File: src/uim_pkg.sv
// Behaviour
// - non-sticky flags clear when next packet arrives
// - valid addressed token sets flag bit 6
// - SE0, K, J line states set bits 5,4,3
// - data CRC16 failure sets flag bit 2
// - bits 1,0 follow receive-active and receive-error
// - sticky mask holds flag until written one
// - event ports are OR of masked flags
// - 11-bit read-write start-of-frame counter
// - last received PID captured read-only
// - last endpoint kept, bit 4 marks valid
// - marked endpoints delivered ORed with 0x10
// - PHY-control bit 18 disables data pulldowns
// - SE0 auto-resume sets bit 13, write zero clears
// - K auto-resume sets bit 12, write zero clears
// - line-state changes delayed two-power-field clocks
// - bit 7 hands resume to suspend controller
// - PHY config pins driven from field 6:4
// - only tokens to stored address count
// - line symbols decoded only when decoder enabled
package uim_pkg;
  localparam logic [7:0] OFS_FLAGS = 8'h1C;
  localparam logic [7:0] OFS_STICKY = 8'h20;
  localparam logic [7:0] OFS_MASKS = 8'h24;
  localparam logic [7:0] OFS_SOF = 8'h28;
  localparam logic [7:0] OFS_PID = 8'h2C;
  localparam logic [7:0] OFS_ENDPOINT = 8'h30;
  localparam logic [7:0] OFS_EP_MARK = 8'h34;
  localparam logic [7:0] OFS_SESSION = 8'h38;
  localparam logic [7:0] OFS_POWER = 8'h3C;
  localparam logic [7:0] OFS_PHY = 8'h40;

  localparam int FLAG_TOKEN = 6;
  localparam int FLAG_SE0 = 5;
  localparam int FLAG_K = 4;
  localparam int FLAG_J = 3;
  localparam int FLAG_CRC = 2;
  localparam int FLAG_RXACT = 1;
  localparam int FLAG_RXERR = 0;
  localparam int FLAG_W = 7;

  localparam int PHY_PULLDOWN_OFF = 18;
  localparam int PHY_RESUME_SE0 = 13;
  localparam int PHY_RESUME_K = 12;
  localparam int PHY_FILTER_LSB = 8;
  localparam int PHY_AUTO_RESUME = 7;
  localparam int PHY_CONF_LSB = 4;
  localparam logic [31:0] PHY_RW_BITS = 32'h0004_3FF0;
  localparam logic [31:0] RESET_VALUE = 32'h0000_0000;

  localparam int EP_VALID_BIT = 4;
  localparam logic [4:0] EP_MARK_OR = 5'h10;

  localparam logic [1:0] LINE_SE0 = 2'h0;
  localparam logic [1:0] LINE_J = 2'h1;
  localparam logic [1:0] LINE_K = 2'h2;

  localparam int FILTER_CNT_W = 16;

  typedef struct packed {
    logic write;
    logic read;
    logic [7:0] addr;
    logic [31:0] wdata;
  } uim_bus_req_t;

  typedef struct packed {
    logic valid;
    logic crc5Ok;
    logic pidOk;
    logic [6:0] addr;
    logic [3:0] endpoint;
  } uim_token_t;
endpackage : uim_pkg

File: src/uim_line_filter.sv
`timescale 1ns/10ps
module uim_line_filter
  import uim_pkg::*;
#(
  parameter int CNT_W = FILTER_CNT_W
)
(
  input wire logic sys_clk,
  input wire logic arst_n,
  input wire logic [1:0] rawState,
  input wire logic [3:0] log2Delay,
  output logic [1:0] filtState
);
  logic [1:0] candidate;
  logic [CNT_W-1:0] count;
  logic [1:0] next_candidate;
  logic [CNT_W-1:0] next_count;
  logic [1:0] next_filtState;
  logic [CNT_W:0] limit;

  // a new level must stay put for 2**log2Delay clocks before it shows
  always_comb
  begin
    limit = (CNT_W+1)'(1) << log2Delay;
    next_candidate = candidate;
    next_count = count;
    next_filtState = filtState;
    if (rawState != candidate)
    begin
      next_candidate = rawState;
      next_count = '0;
    end
    else if (filtState != candidate)
    begin
      if ({1'b0, count} + (CNT_W+1)'(1) >= limit)
        next_filtState = candidate;
      else
        next_count = count + CNT_W'(1);
    end
  end

  always_ff @(posedge sys_clk or negedge arst_n)
  begin
    if (!arst_n)
    begin
      candidate <= LINE_J;
      count <= '0;
      filtState <= LINE_J;
    end
    else
    begin
      candidate <= next_candidate;
      count <= next_count;
      filtState <= next_filtState;
    end
  end
endmodule : uim_line_filter

File: src/usb_interface_manager.sv
`timescale 1ns/10ps
module usb_interface_manager
  import uim_pkg::*;
(
  input wire logic sys_clk,
  input wire logic arst_n,
  input wire uim_bus_req_t busReq,
  output logic [31:0] busRdata,
  output logic busRvalid,
  input wire logic [1:0] lineState,
  input wire logic rxActive,
  input wire logic rxError,
  input wire logic packetStart,
  input wire logic [3:0] packetPid,
  input wire uim_token_t token,
  input wire logic dataCrcFail,
  input wire logic sofValid,
  input wire logic [10:0] sofFrame,
  input wire logic [6:0] devAddress,
  input wire logic decodeLineState,
  input wire logic resumeSe0,
  input wire logic resumeK,
  output logic eventPortN,
  output logic eventPortO,
  output logic eventPortP,
  output logic eventPortQ,
  output logic [4:0] rxEndpoint,
  output logic pulldownDisable,
  output logic autoResumeEnable,
  output logic [2:0] phyConfPins,
  output logic [1:0] filteredLineState,
  output logic [8:0] powerSignal
);
  logic [FLAG_W-1:0] flags;
  logic [FLAG_W-1:0] stickyMask;
  logic [31:0] portMasks;
  logic [10:0] sofCount;
  logic [3:0] lastPid;
  logic [4:0] lastEndpoint;
  logic [15:0] markMask;
  logic [31:0] sessionMask;
  logic [8:0] powerReg;
  logic [31:0] phyCtl;
  logic [1:0] filtState;

  logic [FLAG_W-1:0] next_flags;
  logic [FLAG_W-1:0] next_stickyMask;
  logic [31:0] next_portMasks;
  logic [10:0] next_sofCount;
  logic [3:0] next_lastPid;
  logic [4:0] next_lastEndpoint;
  logic [15:0] next_markMask;
  logic [31:0] next_sessionMask;
  logic [8:0] next_powerReg;
  logic [31:0] next_phyCtl;
  logic [31:0] next_busRdata;
  logic [4:0] next_rxEndpoint;

  logic tokenHit;
  logic [FLAG_W-1:0] flagSet;
  logic [FLAG_W-1:0] flagClr;
  logic [31:0] readMux;

  uim_line_filter #(
    .CNT_W(FILTER_CNT_W)
  ) u_filter (
    .sys_clk(sys_clk),
    .arst_n(arst_n),
    .rawState(lineState),
    .log2Delay(phyCtl[PHY_FILTER_LSB +: 4]),
    .filtState(filtState)
  );

  // address check lives here so a mismatched token never raises a flag
  assign tokenHit = token.valid && token.crc5Ok && token.pidOk
                    && (token.addr == devAddress);

  always_comb
  begin
    flagSet = '0;
    flagSet[FLAG_TOKEN] = tokenHit;
    flagSet[FLAG_SE0] = decodeLineState && (filtState == LINE_SE0);
    flagSet[FLAG_K] = decodeLineState && (filtState == LINE_K);
    flagSet[FLAG_J] = decodeLineState && (filtState == LINE_J);
    flagSet[FLAG_CRC] = dataCrcFail;
    flagSet[FLAG_RXACT] = rxActive;
    flagSet[FLAG_RXERR] = rxError;
    flagClr = '0;
    if (busReq.write && busReq.addr == OFS_FLAGS)
      flagClr = busReq.wdata[FLAG_W-1:0];
    if (packetStart)
      flagClr = flagClr | ~stickyMask;
  end

  always_comb
  begin
    next_flags = (flags & ~flagClr) | flagSet; // set beats clear
    // non-sticky line copies track the input rather than latching it
    next_flags[FLAG_RXACT] = stickyMask[FLAG_RXACT] ?
      ((flags[FLAG_RXACT] & ~flagClr[FLAG_RXACT]) | rxActive) : rxActive;
    next_flags[FLAG_RXERR] = stickyMask[FLAG_RXERR] ?
      ((flags[FLAG_RXERR] & ~flagClr[FLAG_RXERR]) | rxError) : rxError;
    next_stickyMask = stickyMask;
    next_portMasks = portMasks;
    next_sofCount = sofCount;
    next_lastPid = lastPid;
    next_lastEndpoint = lastEndpoint;
    next_markMask = markMask;
    next_sessionMask = sessionMask;
    next_powerReg = powerReg;
    next_phyCtl = phyCtl;
    next_rxEndpoint = rxEndpoint;
    if (busReq.write)
    begin
      if (busReq.addr == OFS_STICKY)
        next_stickyMask = busReq.wdata[FLAG_W-1:0];
      else if (busReq.addr == OFS_MASKS)
        next_portMasks = busReq.wdata;
      else if (busReq.addr == OFS_SOF)
        next_sofCount = busReq.wdata[10:0];
      else if (busReq.addr == OFS_EP_MARK)
        next_markMask = busReq.wdata[15:0];
      else if (busReq.addr == OFS_SESSION)
        next_sessionMask = busReq.wdata;
      else if (busReq.addr == OFS_POWER)
        next_powerReg = busReq.wdata[8:0];
      else if (busReq.addr == OFS_PHY)
      begin
        // resume cause bits only clear from software, a one keeps them
        next_phyCtl = busReq.wdata & PHY_RW_BITS;
        next_phyCtl[PHY_RESUME_SE0] = phyCtl[PHY_RESUME_SE0]
                                      & busReq.wdata[PHY_RESUME_SE0];
        next_phyCtl[PHY_RESUME_K] = phyCtl[PHY_RESUME_K]
                                    & busReq.wdata[PHY_RESUME_K];
      end
    end
    if (resumeSe0)
      next_phyCtl[PHY_RESUME_SE0] = 1'b1;
    if (resumeK)
      next_phyCtl[PHY_RESUME_K] = 1'b1;
    if (sofValid)
      next_sofCount = sofFrame;
    if (packetStart)
      next_lastPid = packetPid;
    if (tokenHit)
    begin
      next_lastEndpoint = {1'b1, token.endpoint};
      next_rxEndpoint = {1'b0, token.endpoint}
                        | (markMask[token.endpoint] ? EP_MARK_OR : 5'h00);
    end
  end

  // reads outside this block's range answer zero
  always_comb
  begin
    readMux = 32'h0000_0000;
    if (busReq.addr == OFS_FLAGS)
      readMux = {25'h0, flags};
    else if (busReq.addr == OFS_STICKY)
      readMux = {25'h0, stickyMask};
    else if (busReq.addr == OFS_MASKS)
      readMux = portMasks;
    else if (busReq.addr == OFS_SOF)
      readMux = {21'h0, sofCount};
    else if (busReq.addr == OFS_PID)
      readMux = {28'h0, lastPid};
    else if (busReq.addr == OFS_ENDPOINT)
      readMux = {27'h0, lastEndpoint};
    else if (busReq.addr == OFS_EP_MARK)
      readMux = {16'h0, markMask};
    else if (busReq.addr == OFS_SESSION)
      readMux = sessionMask;
    else if (busReq.addr == OFS_POWER)
      readMux = {23'h0, powerReg};
    else if (busReq.addr == OFS_PHY)
      readMux = phyCtl;
    next_busRdata = busReq.read ? readMux : 32'h0000_0000;
  end

  always_ff @(posedge sys_clk or negedge arst_n)
  begin
    if (!arst_n)
    begin
      flags <= '0;
      stickyMask <= '0;
      portMasks <= RESET_VALUE;
      sofCount <= '0;
      lastPid <= '0;
      lastEndpoint <= '0;
      markMask <= '0;
      sessionMask <= RESET_VALUE;
      powerReg <= '0;
      phyCtl <= RESET_VALUE;
      busRdata <= 32'h0000_0000;
      busRvalid <= 1'b0;
      rxEndpoint <= '0;
      eventPortN <= 1'b0;
      eventPortO <= 1'b0;
      eventPortP <= 1'b0;
      eventPortQ <= 1'b0;
      pulldownDisable <= 1'b0;
      autoResumeEnable <= 1'b0;
      phyConfPins <= '0;
      filteredLineState <= LINE_J;
      powerSignal <= '0;
    end
    else
    begin
      flags <= next_flags;
      stickyMask <= next_stickyMask;
      portMasks <= next_portMasks;
      sofCount <= next_sofCount;
      lastPid <= next_lastPid;
      lastEndpoint <= next_lastEndpoint;
      markMask <= next_markMask;
      sessionMask <= next_sessionMask;
      powerReg <= next_powerReg;
      phyCtl <= next_phyCtl;
      busRdata <= next_busRdata;
      busRvalid <= busReq.read;
      rxEndpoint <= next_rxEndpoint;
      eventPortN <= |(flags & portMasks[FLAG_W-1:0]);
      eventPortO <= |(flags & portMasks[8 +: FLAG_W]);
      eventPortP <= |(flags & portMasks[16 +: FLAG_W]);
      eventPortQ <= |(flags & portMasks[24 +: FLAG_W]);
      pulldownDisable <= phyCtl[PHY_PULLDOWN_OFF];
      autoResumeEnable <= phyCtl[PHY_AUTO_RESUME];
      phyConfPins <= phyCtl[PHY_CONF_LSB +: 3];
      filteredLineState <= filtState;
      powerSignal <= powerReg;
    end
  end
endmodule : usb_interface_manager
File: config.mk
export PLATFORM = sky130hd
export DESIGN_NAME = usb_interface_manager
export DESIGN_NICKNAME = d
export VERILOG_FILES = /design/src/uim_pkg.sv /design/src/uim_line_filter.sv /design/src/usb_interface_manager.sv
export SDC_FILE = /design/constraint.sdc
export NUM_CORES = 1
export LEC_CHECK = 0
export ABC_AREA = 1
export BUFFER_PORTS_ARGS = -buffer_cell sky130_fd_sc_hd__buf_2
export CELL_PAD_IN_SITES_DETAIL_PLACEMENT = 1
export CELL_PAD_IN_SITES_GLOBAL_PLACEMENT = 1
export CORE_ASPECT_RATIO = 1.1
export CORE_MARGIN = 2
export CORE_UTILIZATION = 39
export DETAILED_ROUTE_END_ITERATION = 8
export GPL_ROUTABILITY_DRIVEN = 0
export PLACE_DENSITY_LB_ADDON = 0.1
export SYNTH_ARGS = -nofsm -noshare
export SYNTH_HDL_FRONTEND = slang
export SYNTH_SLANG_ARGS = --single-unit
File: constraint.sdc
create_clock -name sys_clk -period 3.3 [get_ports sys_clk]
set_input_delay 0.495 -clock sys_clk [delete_from_list [all_inputs] [get_ports sys_clk]]
set_output_delay 0.495 -clock sys_clk [all_outputs]
set_load 0.03 [all_outputs]
==> results of run 1 <==
## layer usage
metal,global-route usage (%),wire length (um)
met3,3.20,1430
met5,0,0
met1,30.7,13100
met2,41.8,16100
met4,6.59,794
## worst min path at each step
| stage | startpoint | to | slack [ns] | cells after the start |
|---|---|---|---|---|
| after detailed placement | powerReg[5] | powerSignal[5] | 0.39 | 0 |
| after floorplan | arst_n | autoResumeEnable | 0.20 | 0 |
| final | arst_n | powerSignal[2] | -0.03 | 1 |
| after CTS | arst_n | powerSignal[0] | 0.04 | 1 |
| after global placement | powerReg[5] | powerSignal[5] | 0.39 | 0 |
| after global routing | arst_n | powerSignal[2] | 0.07 | 1 |
## layout by cell type, fill, tap and decap left out, types with 9 or more instances in the layout
| cell | netlist | layout |
|---|---|---|
| sky130_fd_sc_hd__a21oi_1 | 43 | 43 |
| sky130_fd_sc_hd__a221oi_1 | 9 | 9 |
| sky130_fd_sc_hd__buf_2 | 16 | 146 |
| sky130_fd_sc_hd__buf_4 | 9 | 15 |
| sky130_fd_sc_hd__clkbuf_16 | 0 | 23 |
| sky130_fd_sc_hd__dfrtp_1 | 205 | 205 |
| sky130_fd_sc_hd__ha_1 | 17 | 17 |
| sky130_fd_sc_hd__inv_1 | 128 | 128 |
| sky130_fd_sc_hd__nand2_1 | 330 | 330 |
| sky130_fd_sc_hd__nand3_1 | 44 | 44 |
| sky130_fd_sc_hd__nand4_1 | 49 | 49 |
| sky130_fd_sc_hd__nor2_1 | 32 | 32 |
| sky130_fd_sc_hd__nor3_1 | 13 | 11 |
| sky130_fd_sc_hd__o21ai_0 | 116 | 116 |
| sky130_fd_sc_hd__o21ai_1 | 20 | 20 |
| sky130_fd_sc_hd__xor2_1 | 12 | 12 |
## kinds of logic (layout without fill, tap and decap cells)
| logic type | count (synthesis) | count (layout) |
|---|---|---|
| xor+xnor | 18 | 18 |
| flops | 208 | 208 |
| simple gates | 508 | 508 |
| fa+ha+maj | 17 | 17 |
| compound gates | 233 | 233 |
| other cells | 0 | 1 |
| mux | 3 | 3 |
| buf+inv | 190 | 345 |
## where the power goes
group          switching, mW  internal [mW]  total (mW)
clock network           1.08           1.71        2.80
logic                  0.540          0.259       0.799
registers              0.159           2.71        2.87
total                   1.78           4.68        6.46
## sequential cells by signal (all words and copies together) (netlist names), 5 cells and up
| signal | flops |
|---|---|
| flags | 7 |
| rxEndpoint | 5 |
| powerReg | 9 |
| busRdata | 32 |
| u_filter.count | 16 |
| markMask | 16 |
| stickyMask | 7 |
| portMasks | 32 |
| sofCount | 11 |
| sessionMask | 32 |
| powerSignal | 9 |
| phyCtl | 11 |
## critical path: stages, from the launching register on
cell and delay [ns]:
sky130_fd_sc_hd__dfrtp_1 0.44, sky130_fd_sc_hd__ha_1 0.22, sky130_fd_sc_hd__nand3_1 0.10, sky130_fd_sc_hd__buf_4 0.16, sky130_fd_sc_hd__nor3_1 0.23, sky130_fd_sc_hd__xnor2_1 0.15, sky130_fd_sc_hd__inv_1 0.09, sky130_fd_sc_hd__ha_1 0.34
sky130_fd_sc_hd__nand2_1 0.11, sky130_fd_sc_hd__nor4_1 0.31, sky130_fd_sc_hd__a31oi_2 0.30, sky130_fd_sc_hd__buf_4 0.25, sky130_fd_sc_hd__nand4_1 0.09, sky130_fd_sc_hd__nand2_1 0.07
## final cells by class
cell class                      instances  share of cell area [%]
Clock buffer                           32                    5.52
Timing Repair Buffer                  164                    7.52
Inverter                              140                    4.44
Clock inverter                          9                    1.36
Multi-Input combinational cell        779                    33.9
Antenna cell                            1                  0.0210
Sequential cell                       208                    43.6
Tap cell                              346                    3.62
## stage by stage
step | setup slack, ns | cell area, um2
floorplan | 0.672 | 10100
global placement | 0.448 | 11100
detailed placement | 0.302 | 11100
CTS | 0.279 | 11900
global route | 0.00492 | 11900
finish | 0.327 | 11900
## repair_timing
item	4_1_cts	5_1_grt
gates resized for setup	0	2
hold buffers	0	0
setup endpoints to repair	0	15
==> results.toml, run 1 <==
[finish]
post_route_cells_drive_above_1_share_pct = 18.8
final_cells = 1679
filler_cell_count = 3066
final_core_utilization_pct = 47.1
layout-area-overhead-vs-synth_pct = 18.6
ff_latch_area_um2 = 5210
multi_input_comb_area_um2 = 4050
finalNetCount = 1423

[clock_network]
tritoncts_clock_tree = "yes"
clk_latency_ns = 0.52
cts_sinks = 208
clock_tree.root_cell = "sky130_fd_sc_hd__clkbuf_16"
postCtsSetupRepairBufs = 0
clockBufferDepth = 3
cts.clk_slew.worst_paths_ns = 0.06
total_clock_buffers_created_by_cts = 23
cts.htree.levels = 1

[timing]
hold_ws_ns = -0.0275
worst_pin_slew_ns = 0.814
timing.final.crit_period_ns = 2.97
fin_crit_sh_pct = 90.1
timing.slew.headroom_pct = 45.7
finalClockSkew_ns = 0.00581
setup_tns_ns = 0
final_max_slew_viol_count = 0
clock.fmax_mhz = 336
setup_viol = 0
rsz_0062_raised_after_global_routing = "no"
timing_hold_violations_final = 10

[synth]
synth.mux.area_fraction_pct = 0.323
yosys_warnings = 0
ys_ff_latch = 208
synth_simple_gate_area_share_pct = 22.7
yosys.cell_types.count = 57
synth-edff-count = 0
ys_async_sr_fraction_pct = 100
ys.flop_type = "sky130_fd_sc_hd__dfrtp_1"
synthCells = 1177
synth_commonest_cells = "sky130_fd_sc_hd__nand2_1, sky130_fd_sc_hd__dfrtp_1, sky130_fd_sc_hd__inv_1, sky130_fd_sc_hd__o21ai_0, sky130_fd_sc_hd__nand4_1"
synth_largest_area_cell = "sky130_fd_sc_hd__dfrtp_1"
netlist_area_um2 = 10100
most_area_consuming_cells_after_synthesis = "sky130_fd_sc_hd__dfrtp_1, sky130_fd_sc_hd__nand2_1, sky130_fd_sc_hd__o21ai_0"
post_synth_xor_area_fraction_pct = 1.57
postSynthNetCount = 1284
synthAdderAreaFrac_pct = 2.11
yosysTopAreaCellShare_pct = 51.0
syn-mean-instance-area_um2 = 8.55
synth_sequential_area_ratio_pct = 51.7
dominant_combinational_cell_family_by_area_after_synthesis = "simple AND/OR/NAND/NOR gates"
synthMostInstantiatedCell = "sky130_fd_sc_hd__nand2_1"
share_of_the_synthesized_area_in_compound_gates_ao_oa_aoi_oai_pct = 13.4

[power_and_ir_drop]
design_power_total_mw = 6.46
vdd.ir_drop.worst_uv = 348
pwr_density_cell_nw_per_um2 = 541
leakagePower_nw = 6.15

[setup_path]
endpoint = "u_filter.count[9]"
critPathLaunch = "u_filter.count[0]"
cp.required_ns = 3.71
timing_worst_setup_path_type = "reg2reg"
launching_point_of_the_worst_reg2reg_path = "u_filter.count[0]"
setup.worst_path.end_class = "flip-flop"
worst_setup_path_start_kind = "flip-flop"
critical_path_arrival_ns = 3.38
regToRegEndpoint = "u_filter.count[9]"
worstPathMaxFanout = 8
r2r.worst_path.cells = 13
rrSetupSlack_ns = 0.33

[drt]
ant_nets = 0
detail_route.vias_per_cell = 5.20
detail_route.iter0.violations = 359
route.detailed.drc = 0
totalWireLength_um = 31400
drt_first_pass_iters = 6
vias = 8739
avgRoutedWirePerCell_um = 18.7

[floorplan]
die-area_um2 = 27100
chipWidth_um = 157
io_pins = 148
die_h_um = 173
core_area_um2 = 25300
std_cell_rows = 61
floorplan.initialDensity_pct = 39.7

[flow_run]
drv.max_cap_violation_count = 0

[grt]
grt_use_total_pct = 23.9
antenna_violations_before_repair = 1
globalRouteOverflowTotal = 0
grt_pass1_wl_um = 50600
vias_in_the_first_global_route = 9225
grt_start_max_net_pins = 98

[outcome]
violations = "negative hold slack"
status = "complete, but fails checks"

[hold_path]
worstHoldPathType = "in2async"

[place]
dpl.cell_count = 1637
dpl_hpwl_um = 23000
port_buffers = 147
No activity file was read; power rests on OpenSTA's default activity.
==> run 2: changes to the inputs <==
--- a/config.mk
+++ b/config.mk
@@ -15,6 +15,7 @@
 export DETAILED_ROUTE_END_ITERATION = 8
 export GPL_ROUTABILITY_DRIVEN = 0
 export PLACE_DENSITY_LB_ADDON = 0.1
+export REMOVE_ABC_BUFFERS = 1
 export SYNTH_ARGS = -nofsm -noshare
 export SYNTH_HDL_FRONTEND = slang
 export SYNTH_SLANG_ARGS = --single-unit
==> run 2 against run 1 <==
- the run now ends clean
- first-iteration DRC count grew 30%
- clock power grew 5%
- global-route usage shrank 0.42 points
- critical path depth is the same
- non-clock buffer count grew 2
- final cell count grew 0.42%
- routed wire length grew 0.74%
- die area is the same
- largest power group is now the clock network
- highest routed layer is now met5
==> results.toml, run 2 (synthesis results as in run 1) <==
[place]
placedInstanceArea_um2 = 11100
pre_cts_ws_ns = 0.271
dpl_hpwl_um = 22900
port_buffers = 147

[finish]
finalNetCount = 1427
reg.largest.list = "busRdata (32), portMasks (32), sessionMask (32)"
finish.instance_area_um2 = 12000
layout-area-overhead-vs-synth_pct = 19.3
mostFrequentLayoutCells = "sky130_fd_sc_hd__nand2_1, sky130_fd_sc_hd__dfrtp_1, sky130_fd_sc_hd__buf_2"
post_route_cells_drive_above_1_share_pct = 19.1
filler_cell_count = 3107
final_core_utilization_pct = 47.4
final_common_cell = "sky130_fd_sc_hd__nand2_1"

[flow_run]
drv.max_cap_violation_count = 0

[drt]
detail_route.vias_per_cell = 5.16
avgRoutedWirePerCell_um = 18.8
drt_first_pass_iters = 6
route.detailed.drc = 0
vias = 8700
totalWireLength_um = 31600
detail_route.iter0.violations = 465
ant_nets = 0

[grt]
vias_in_the_first_global_route = 8959
grt_use_total_pct = 23.4
grt_pass1_wl_um = 49900
grt_start_max_net_pins = 88
globalRouteOverflowTotal = 0
antenna_violations_before_repair = 4

[hold_path]
min_from = "lineState[0]"
worstHoldPathType = "in2reg"

[timing]
fin_crit_sh_pct = 91.6
timing.final.crit_period_ns = 3.02
rsz_0062_raised_after_global_routing = "no"
clock.fmax_mhz = 331
setup_viol = 0
finalWorstSetupSlack_ns = 0.278
setup_tns_ns = 0
final_max_slew_viol_count = 0
timing.slew.headroom_pct = 53.4
finalClockSkew_ns = 0.0165
timing_hold_violations_final = 0
worst_pin_slew_ns = 0.699

[power_and_ir_drop]
vdd.ir_drop.worst_uv = 400
pwr_density_cell_nw_per_um2 = 549
leakagePower_nw = 6.19
design_power_total_mw = 6.60

[floorplan]
chipWidth_um = 157
io_pins = 148
floorplan.initialDensity_pct = 39.7
core_area_um2 = 25300
std_cell_rows = 61
die-area_um2 = 27100
die_h_um = 173

[clock_network]
cts_sinks = 208
clockBufferDepth = 3
cts.htree.levels = 1
postCtsSetupRepairBufs = 0
tritoncts_clock_tree = "yes"
clk_latency_ns = 0.54
cts.clk_slew.worst_paths_ns = 0.06
clock_tree.root_cell = "sky130_fd_sc_hd__clkbuf_16"
total_clock_buffers_created_by_cts = 25

[setup_path]
worstPathMaxFanout = 10
worst_setup_path_start_kind = "flip-flop"
timing_worst_setup_path_type = "reg2reg"
cp.required_ns = 3.72
launching_point_of_the_worst_reg2reg_path = "u_filter.count[5]"
critPathLaunch = "u_filter.count[5]"
critical_path_arrival_ns = 3.44
setup.worst_path.end_class = "flip-flop"

[outcome]
status = "complete, no violations"
-- run 2: cell types whose count changed in the layout (fill, tap and decap cells not counted), sizes merged --
cell         before  now
clkinv           10   11
clkbuf           32   35
diode             1    2
buf             164  165
inv             134  135
bufinv            4    3
dlygate4sd3       0    1
-- run 2: area by class of cell --
class | instances | area (um2) | area share (%)
Tap cell | 346 | 433 | 3.60
Inverter | 140 | 531 | 4.42
Clock inverter | 10 | 150 | 1.25
Multi-Input combinational cell | 779 | 4050 | 33.7
Sequential cell | 208 | 5210 | 43.4
Clock buffer | 35 | 733 | 6.10
Timing Repair Buffer | 166 | 903 | 7.52
Antenna cell | 2 | 5.00 | 0.0417
-- run 2: stage by stage --
step / hold slack (ns) / instances
2_1_floorplan: 0.199 / 1127
3_3_place_gp: 0.382 / 1638
3_5_place_dp: 0.385 / 1638
4_1_cts: 0.0500 / 1684
5_1_grt: 0.0517 / 1684
6_report: 0.0703 / 1686
-- run 2: final timing paths --
kind                                         end  slack (ns)  cells after the start
setup / recovery              u_filter.count[12]        0.28                     13
hold / removal             u_filter.candidate[0]        0.07                      1
setup reg to reg              u_filter.count[12]        0.28                     13
hold reg to reg             filteredLineState[0]        0.39                      0
max in group asynchronous          portMasks[29]        1.83                      3
min in group asynchronous            powerReg[2]        0.57                      2
-- run 2: power by group --
part / total (mW) / internal [mW] / switching, mW / leakage [nW]
sequential: 2.86 / 2.71 / 0.152 / 2.79
combinational: 0.809 / 0.260 / 0.548 / 2.97
clock: 2.93 / 1.79 / 1.14 / 0.435
total: 6.60 / 4.76 / 1.84 / 6.19
-- run 2: critical path, stage by stage, from the launching register on --
cell	delay, ns
sky130_fd_sc_hd__dfrtp_1	0.44
sky130_fd_sc_hd__nand2_1	0.08
sky130_fd_sc_hd__nor3_1	0.31
sky130_fd_sc_hd__nand2_1	0.15
sky130_fd_sc_hd__nor2_1	0.18
sky130_fd_sc_hd__xor2_1	0.34
sky130_fd_sc_hd__ha_1	0.32
sky130_fd_sc_hd__inv_1	0.11
sky130_fd_sc_hd__nor4_2	0.31
sky130_fd_sc_hd__a31oi_2	0.14
sky130_fd_sc_hd__buf_4	0.20
sky130_fd_sc_hd__buf_4	0.17
sky130_fd_sc_hd__nand4_1	0.09
sky130_fd_sc_hd__nand2_1	0.07
-- run 2: routing by layer --
metal / up-vias / wire length [um] / global-route usage (%)
met4: 4 / 643 / 5.30
met3: 42 / 1370 / 3.75
met2: 166 / 15500 / 40.0
met5: - / 24 / 0
met1: 4291 / 14100 / 31.3
li1: 4197 / - / -
-- run 2: repair_timing --
| action | CTS | global route |
|---|---|---|
| resized for setup | 0 | 2 |
| endpoints found under the hold margin | 6 | 0 |
| hold buffers | 1 | 0 |
| setup endpoints to repair | 0 | 14 |
==> run 3: changes to the inputs <==
--- a/config.mk
+++ b/config.mk
@@ -10,8 +10,9 @@
 export CELL_PAD_IN_SITES_DETAIL_PLACEMENT = 1
 export CELL_PAD_IN_SITES_GLOBAL_PLACEMENT = 1
 export CORE_ASPECT_RATIO = 1.1
-export CORE_MARGIN = 2
+export CORE_MARGIN = 5
 export CORE_UTILIZATION = 39
+export CTS_CLUSTER_SIZE = 25
 export DETAILED_ROUTE_END_ITERATION = 8
 export GPL_ROUTABILITY_DRIVEN = 0
 export PLACE_DENSITY_LB_ADDON = 0.1
==> constraint.sdc (replaced) <==
create_clock -name sys_clk -period 3.1 [get_ports sys_clk]
set_input_delay 0.465 -clock sys_clk [delete_from_list [all_inputs] [get_ports sys_clk]]
set_output_delay 0.465 -clock sys_clk [all_outputs]
set_load 0.03 [all_outputs]
==> run 3 against run 2 <==
- routed wire length rose by 2.7%
- critical endpoint is now u_filter.count[8]
- clock power increased by 8.9%
- critical path type unchanged
- register-to-register slack worse by 0.07 ns
- power grew 8.7%
- largest power group unchanged
- largest cell class unchanged
- clock skew down 0.0074 ns
- setup slack worse by 0.068 ns
==> results.toml, run 3 (synthesis results as in run 1) <==
[outcome]
status = "complete, no violations"

[setup_path]
timing_worst_setup_path_type = "reg2reg"
critical_path_arrival_ns = 3.35
launching_point_of_the_worst_reg2reg_path = "u_filter.count[0]"
cp.required_ns = 3.56
r2r.worst_path.cells = 18
worstPathMaxFanout = 8
setup.worst_path.end_class = "flip-flop"
rrSetupSlack_ns = 0.21
regToRegEndpoint = "u_filter.count[8]"
worst_setup_path_start_kind = "flip-flop"

[clock_network]
cts_sinks = 208
clk_latency_ns = 0.53
clock_tree.root_cell = "sky130_fd_sc_hd__clkbuf_16"
cts.clk_slew.worst_paths_ns = 0.06
cts.htree.levels = 1
total_clock_buffers_created_by_cts = 25
clockBufferDepth = 3
tritoncts_clock_tree = "yes"

[floorplan]
std_cell_rows = 61
floorplan.initialDensity_pct = 39.7
die_h_um = 179
chipWidth_um = 163
die-area_um2 = 29100
core_area_um2 = 25300
io_pins = 148

[finish]
reg.largest.list = "busRdata (32), portMasks (32), sessionMask (32)"
finalNetCount = 1429
final_core_utilization_pct = 47.8
finish.instance_area_um2 = 12100
final_common_cell = "sky130_fd_sc_hd__nand2_1"
mostFrequentLayoutCells = "sky130_fd_sc_hd__nand2_1, sky130_fd_sc_hd__dfrtp_1, sky130_fd_sc_hd__buf_2"
filler_cell_count = 3055
diodes = 0
layout-area-overhead-vs-synth_pct = 20.4
ff_latch_area_um2 = 5210
multi_input_comb_area_um2 = 4100
post_route_cells_drive_above_1_share_pct = 20.0

[place]
port_buffers = 147
dpl_hpwl_um = 23300
placedInstanceArea_um2 = 11100

[hold_path]
min_path_cells = 1
worstHoldPathType = "in2reg"
min_from = "lineState[0]"
worst_hold_path.endpoint = "u_filter.candidate[0]"

[timing]
finalClockSkew_ns = 0.00913
timing.slew.headroom_pct = 41.8
final_max_slew_viol_count = 0
setup_viol = 0
clock.fmax_mhz = 346
timing.final.crit_period_ns = 2.89
fin_crit_sh_pct = 93.2
timing_hold_violations_final = 0
worst_pin_slew_ns = 0.870

[power_and_ir_drop]
leakagePower_nw = 6.23
vdd.ir_drop.worst_uv = 587
pwr_density_cell_nw_per_um2 = 591

[grt]
globalRouteOverflowTotal = 0
grt_pass1_wl_um = 51000
vias_in_the_first_global_route = 9215
antenna_violations_before_repair = 2
grt_start_max_net_pins = 85
grt_use_total_pct = 22.1

[drt]
detail_route.vias_per_cell = 5.19
avgRoutedWirePerCell_um = 19.3
vias = 8761
drt_first_pass_iters = 5
detail_route.iter0.violations = 556
ant_nets = 0
totalWireLength_um = 32500
route.detailed.drc = 0

[flow_run]
drv.max_cap_violation_count = 0
run 3: changes by cell type in the layout (fill, tap and decap cells not counted), sizes merged:
cell,change
clkinvlp,+1
inv,-1
clkbuf,-6
buf,+1
nand4,+1
bufinv,+2
clkinv,+5
diode,-2
run 3: repair_timing:
| action | CTS | global route |
|---|---|---|
| endpoints found under the hold margin | 78 | 0 |
| resized for setup | 0 | 10 |
| setup endpoints to repair | 0 | 18 |
| hold buffers | 1 | 0 |
| setup buffers | 0 | 1 |
run 3: area by class of cell:
type	instances	share of cell area, %
Clock buffer	29	5.61
Clock inverter	17	1.84
Inverter	140	4.38
Multi-Input combinational cell	780	33.8
Sequential cell	208	43.0
Tap cell	346	3.57
Timing Repair Buffer	167	7.82
run 3: metrics by stage:
stage / std cells / hold WS, ns / worst slack, ns / total power, mW / setup TNS, ns
finish: 1687 / 0.0463 / 0.210 / 7.17 / 0
global route: 1687 / 0.0266 / -0.0348 / 7.49 / -0.180
CTS: 1685 / 0.0254 / 0.120 / 7.20 / 0
detailed placement: 1638 / 0.386 / 0.141 / 3.98 / 0
global placement: 1638 / 0.391 / 0.246 / 3.96 / 0
floorplan: 1127 / 0.169 / 0.329 / 3.52 / 0
run 3: per-layer routing:
metal	global-route usage [%]	wire, um	vias up
met5	0	33	-
met1	29.0	14000	4324
li1	-	-	4196
met2	38.4	16200	196
met4	5.63	667	4
met3	3.51	1580	41
run 3: how the worst max path moves through the flow:
stage / slack [ns] / endpoint / cells after the start / from
3_5_place_dp: 0.14 / u_filter.count[1] / 18 / u_filter.count[1]
3_3_place_gp: 0.25 / u_filter.count[1] / 16 / u_filter.count[1]
4_1_cts: 0.12 / u_filter.count[1] / 18 / u_filter.count[1]
2_1_floorplan: 0.33 / u_filter.filtState[1] / 20 / u_filter.count[0]
5_1_grt: -0.03 / u_filter.count[5] / 16 / u_filter.count[7]
6_report: 0.21 / u_filter.count[8] / 18 / u_filter.count[0]
run 3: report_power, final:
group          switching, mW  total (mW)  internal (mW)  leakage [nW]
logic                  0.633       0.944          0.312          3.00
clock network           1.20        3.19           1.99         0.448
registers              0.158        3.04           2.88          2.79
total                   1.99        7.17           5.18          6.23
run 3: critical path, stage by stage, from the launching register on:
cell,delay [ns]
sky130_fd_sc_hd__dfrtp_1,0.36
sky130_fd_sc_hd__ha_2,0.20
sky130_fd_sc_hd__nand3_2,0.11
sky130_fd_sc_hd__inv_1,0.09
sky130_fd_sc_hd__nand3_1,0.10
sky130_fd_sc_hd__nor2_1,0.11
sky130_fd_sc_hd__inv_1,0.09
sky130_fd_sc_hd__o22ai_1,0.16
sky130_fd_sc_hd__inv_1,0.08
sky130_fd_sc_hd__ha_1,0.32
sky130_fd_sc_hd__inv_1,0.08
sky130_fd_sc_hd__nor3_2,0.23
sky130_fd_sc_hd__buf_4,0.15
sky130_fd_sc_hd__inv_1,0.03
sky130_fd_sc_hd__nor2_1,0.12
sky130_fd_sc_hd__nand3_2,0.17
sky130_fd_sc_hd__nand4_4,0.22
sky130_fd_sc_hd__nand3_1,0.11
sky130_fd_sc_hd__nand2_1,0.09
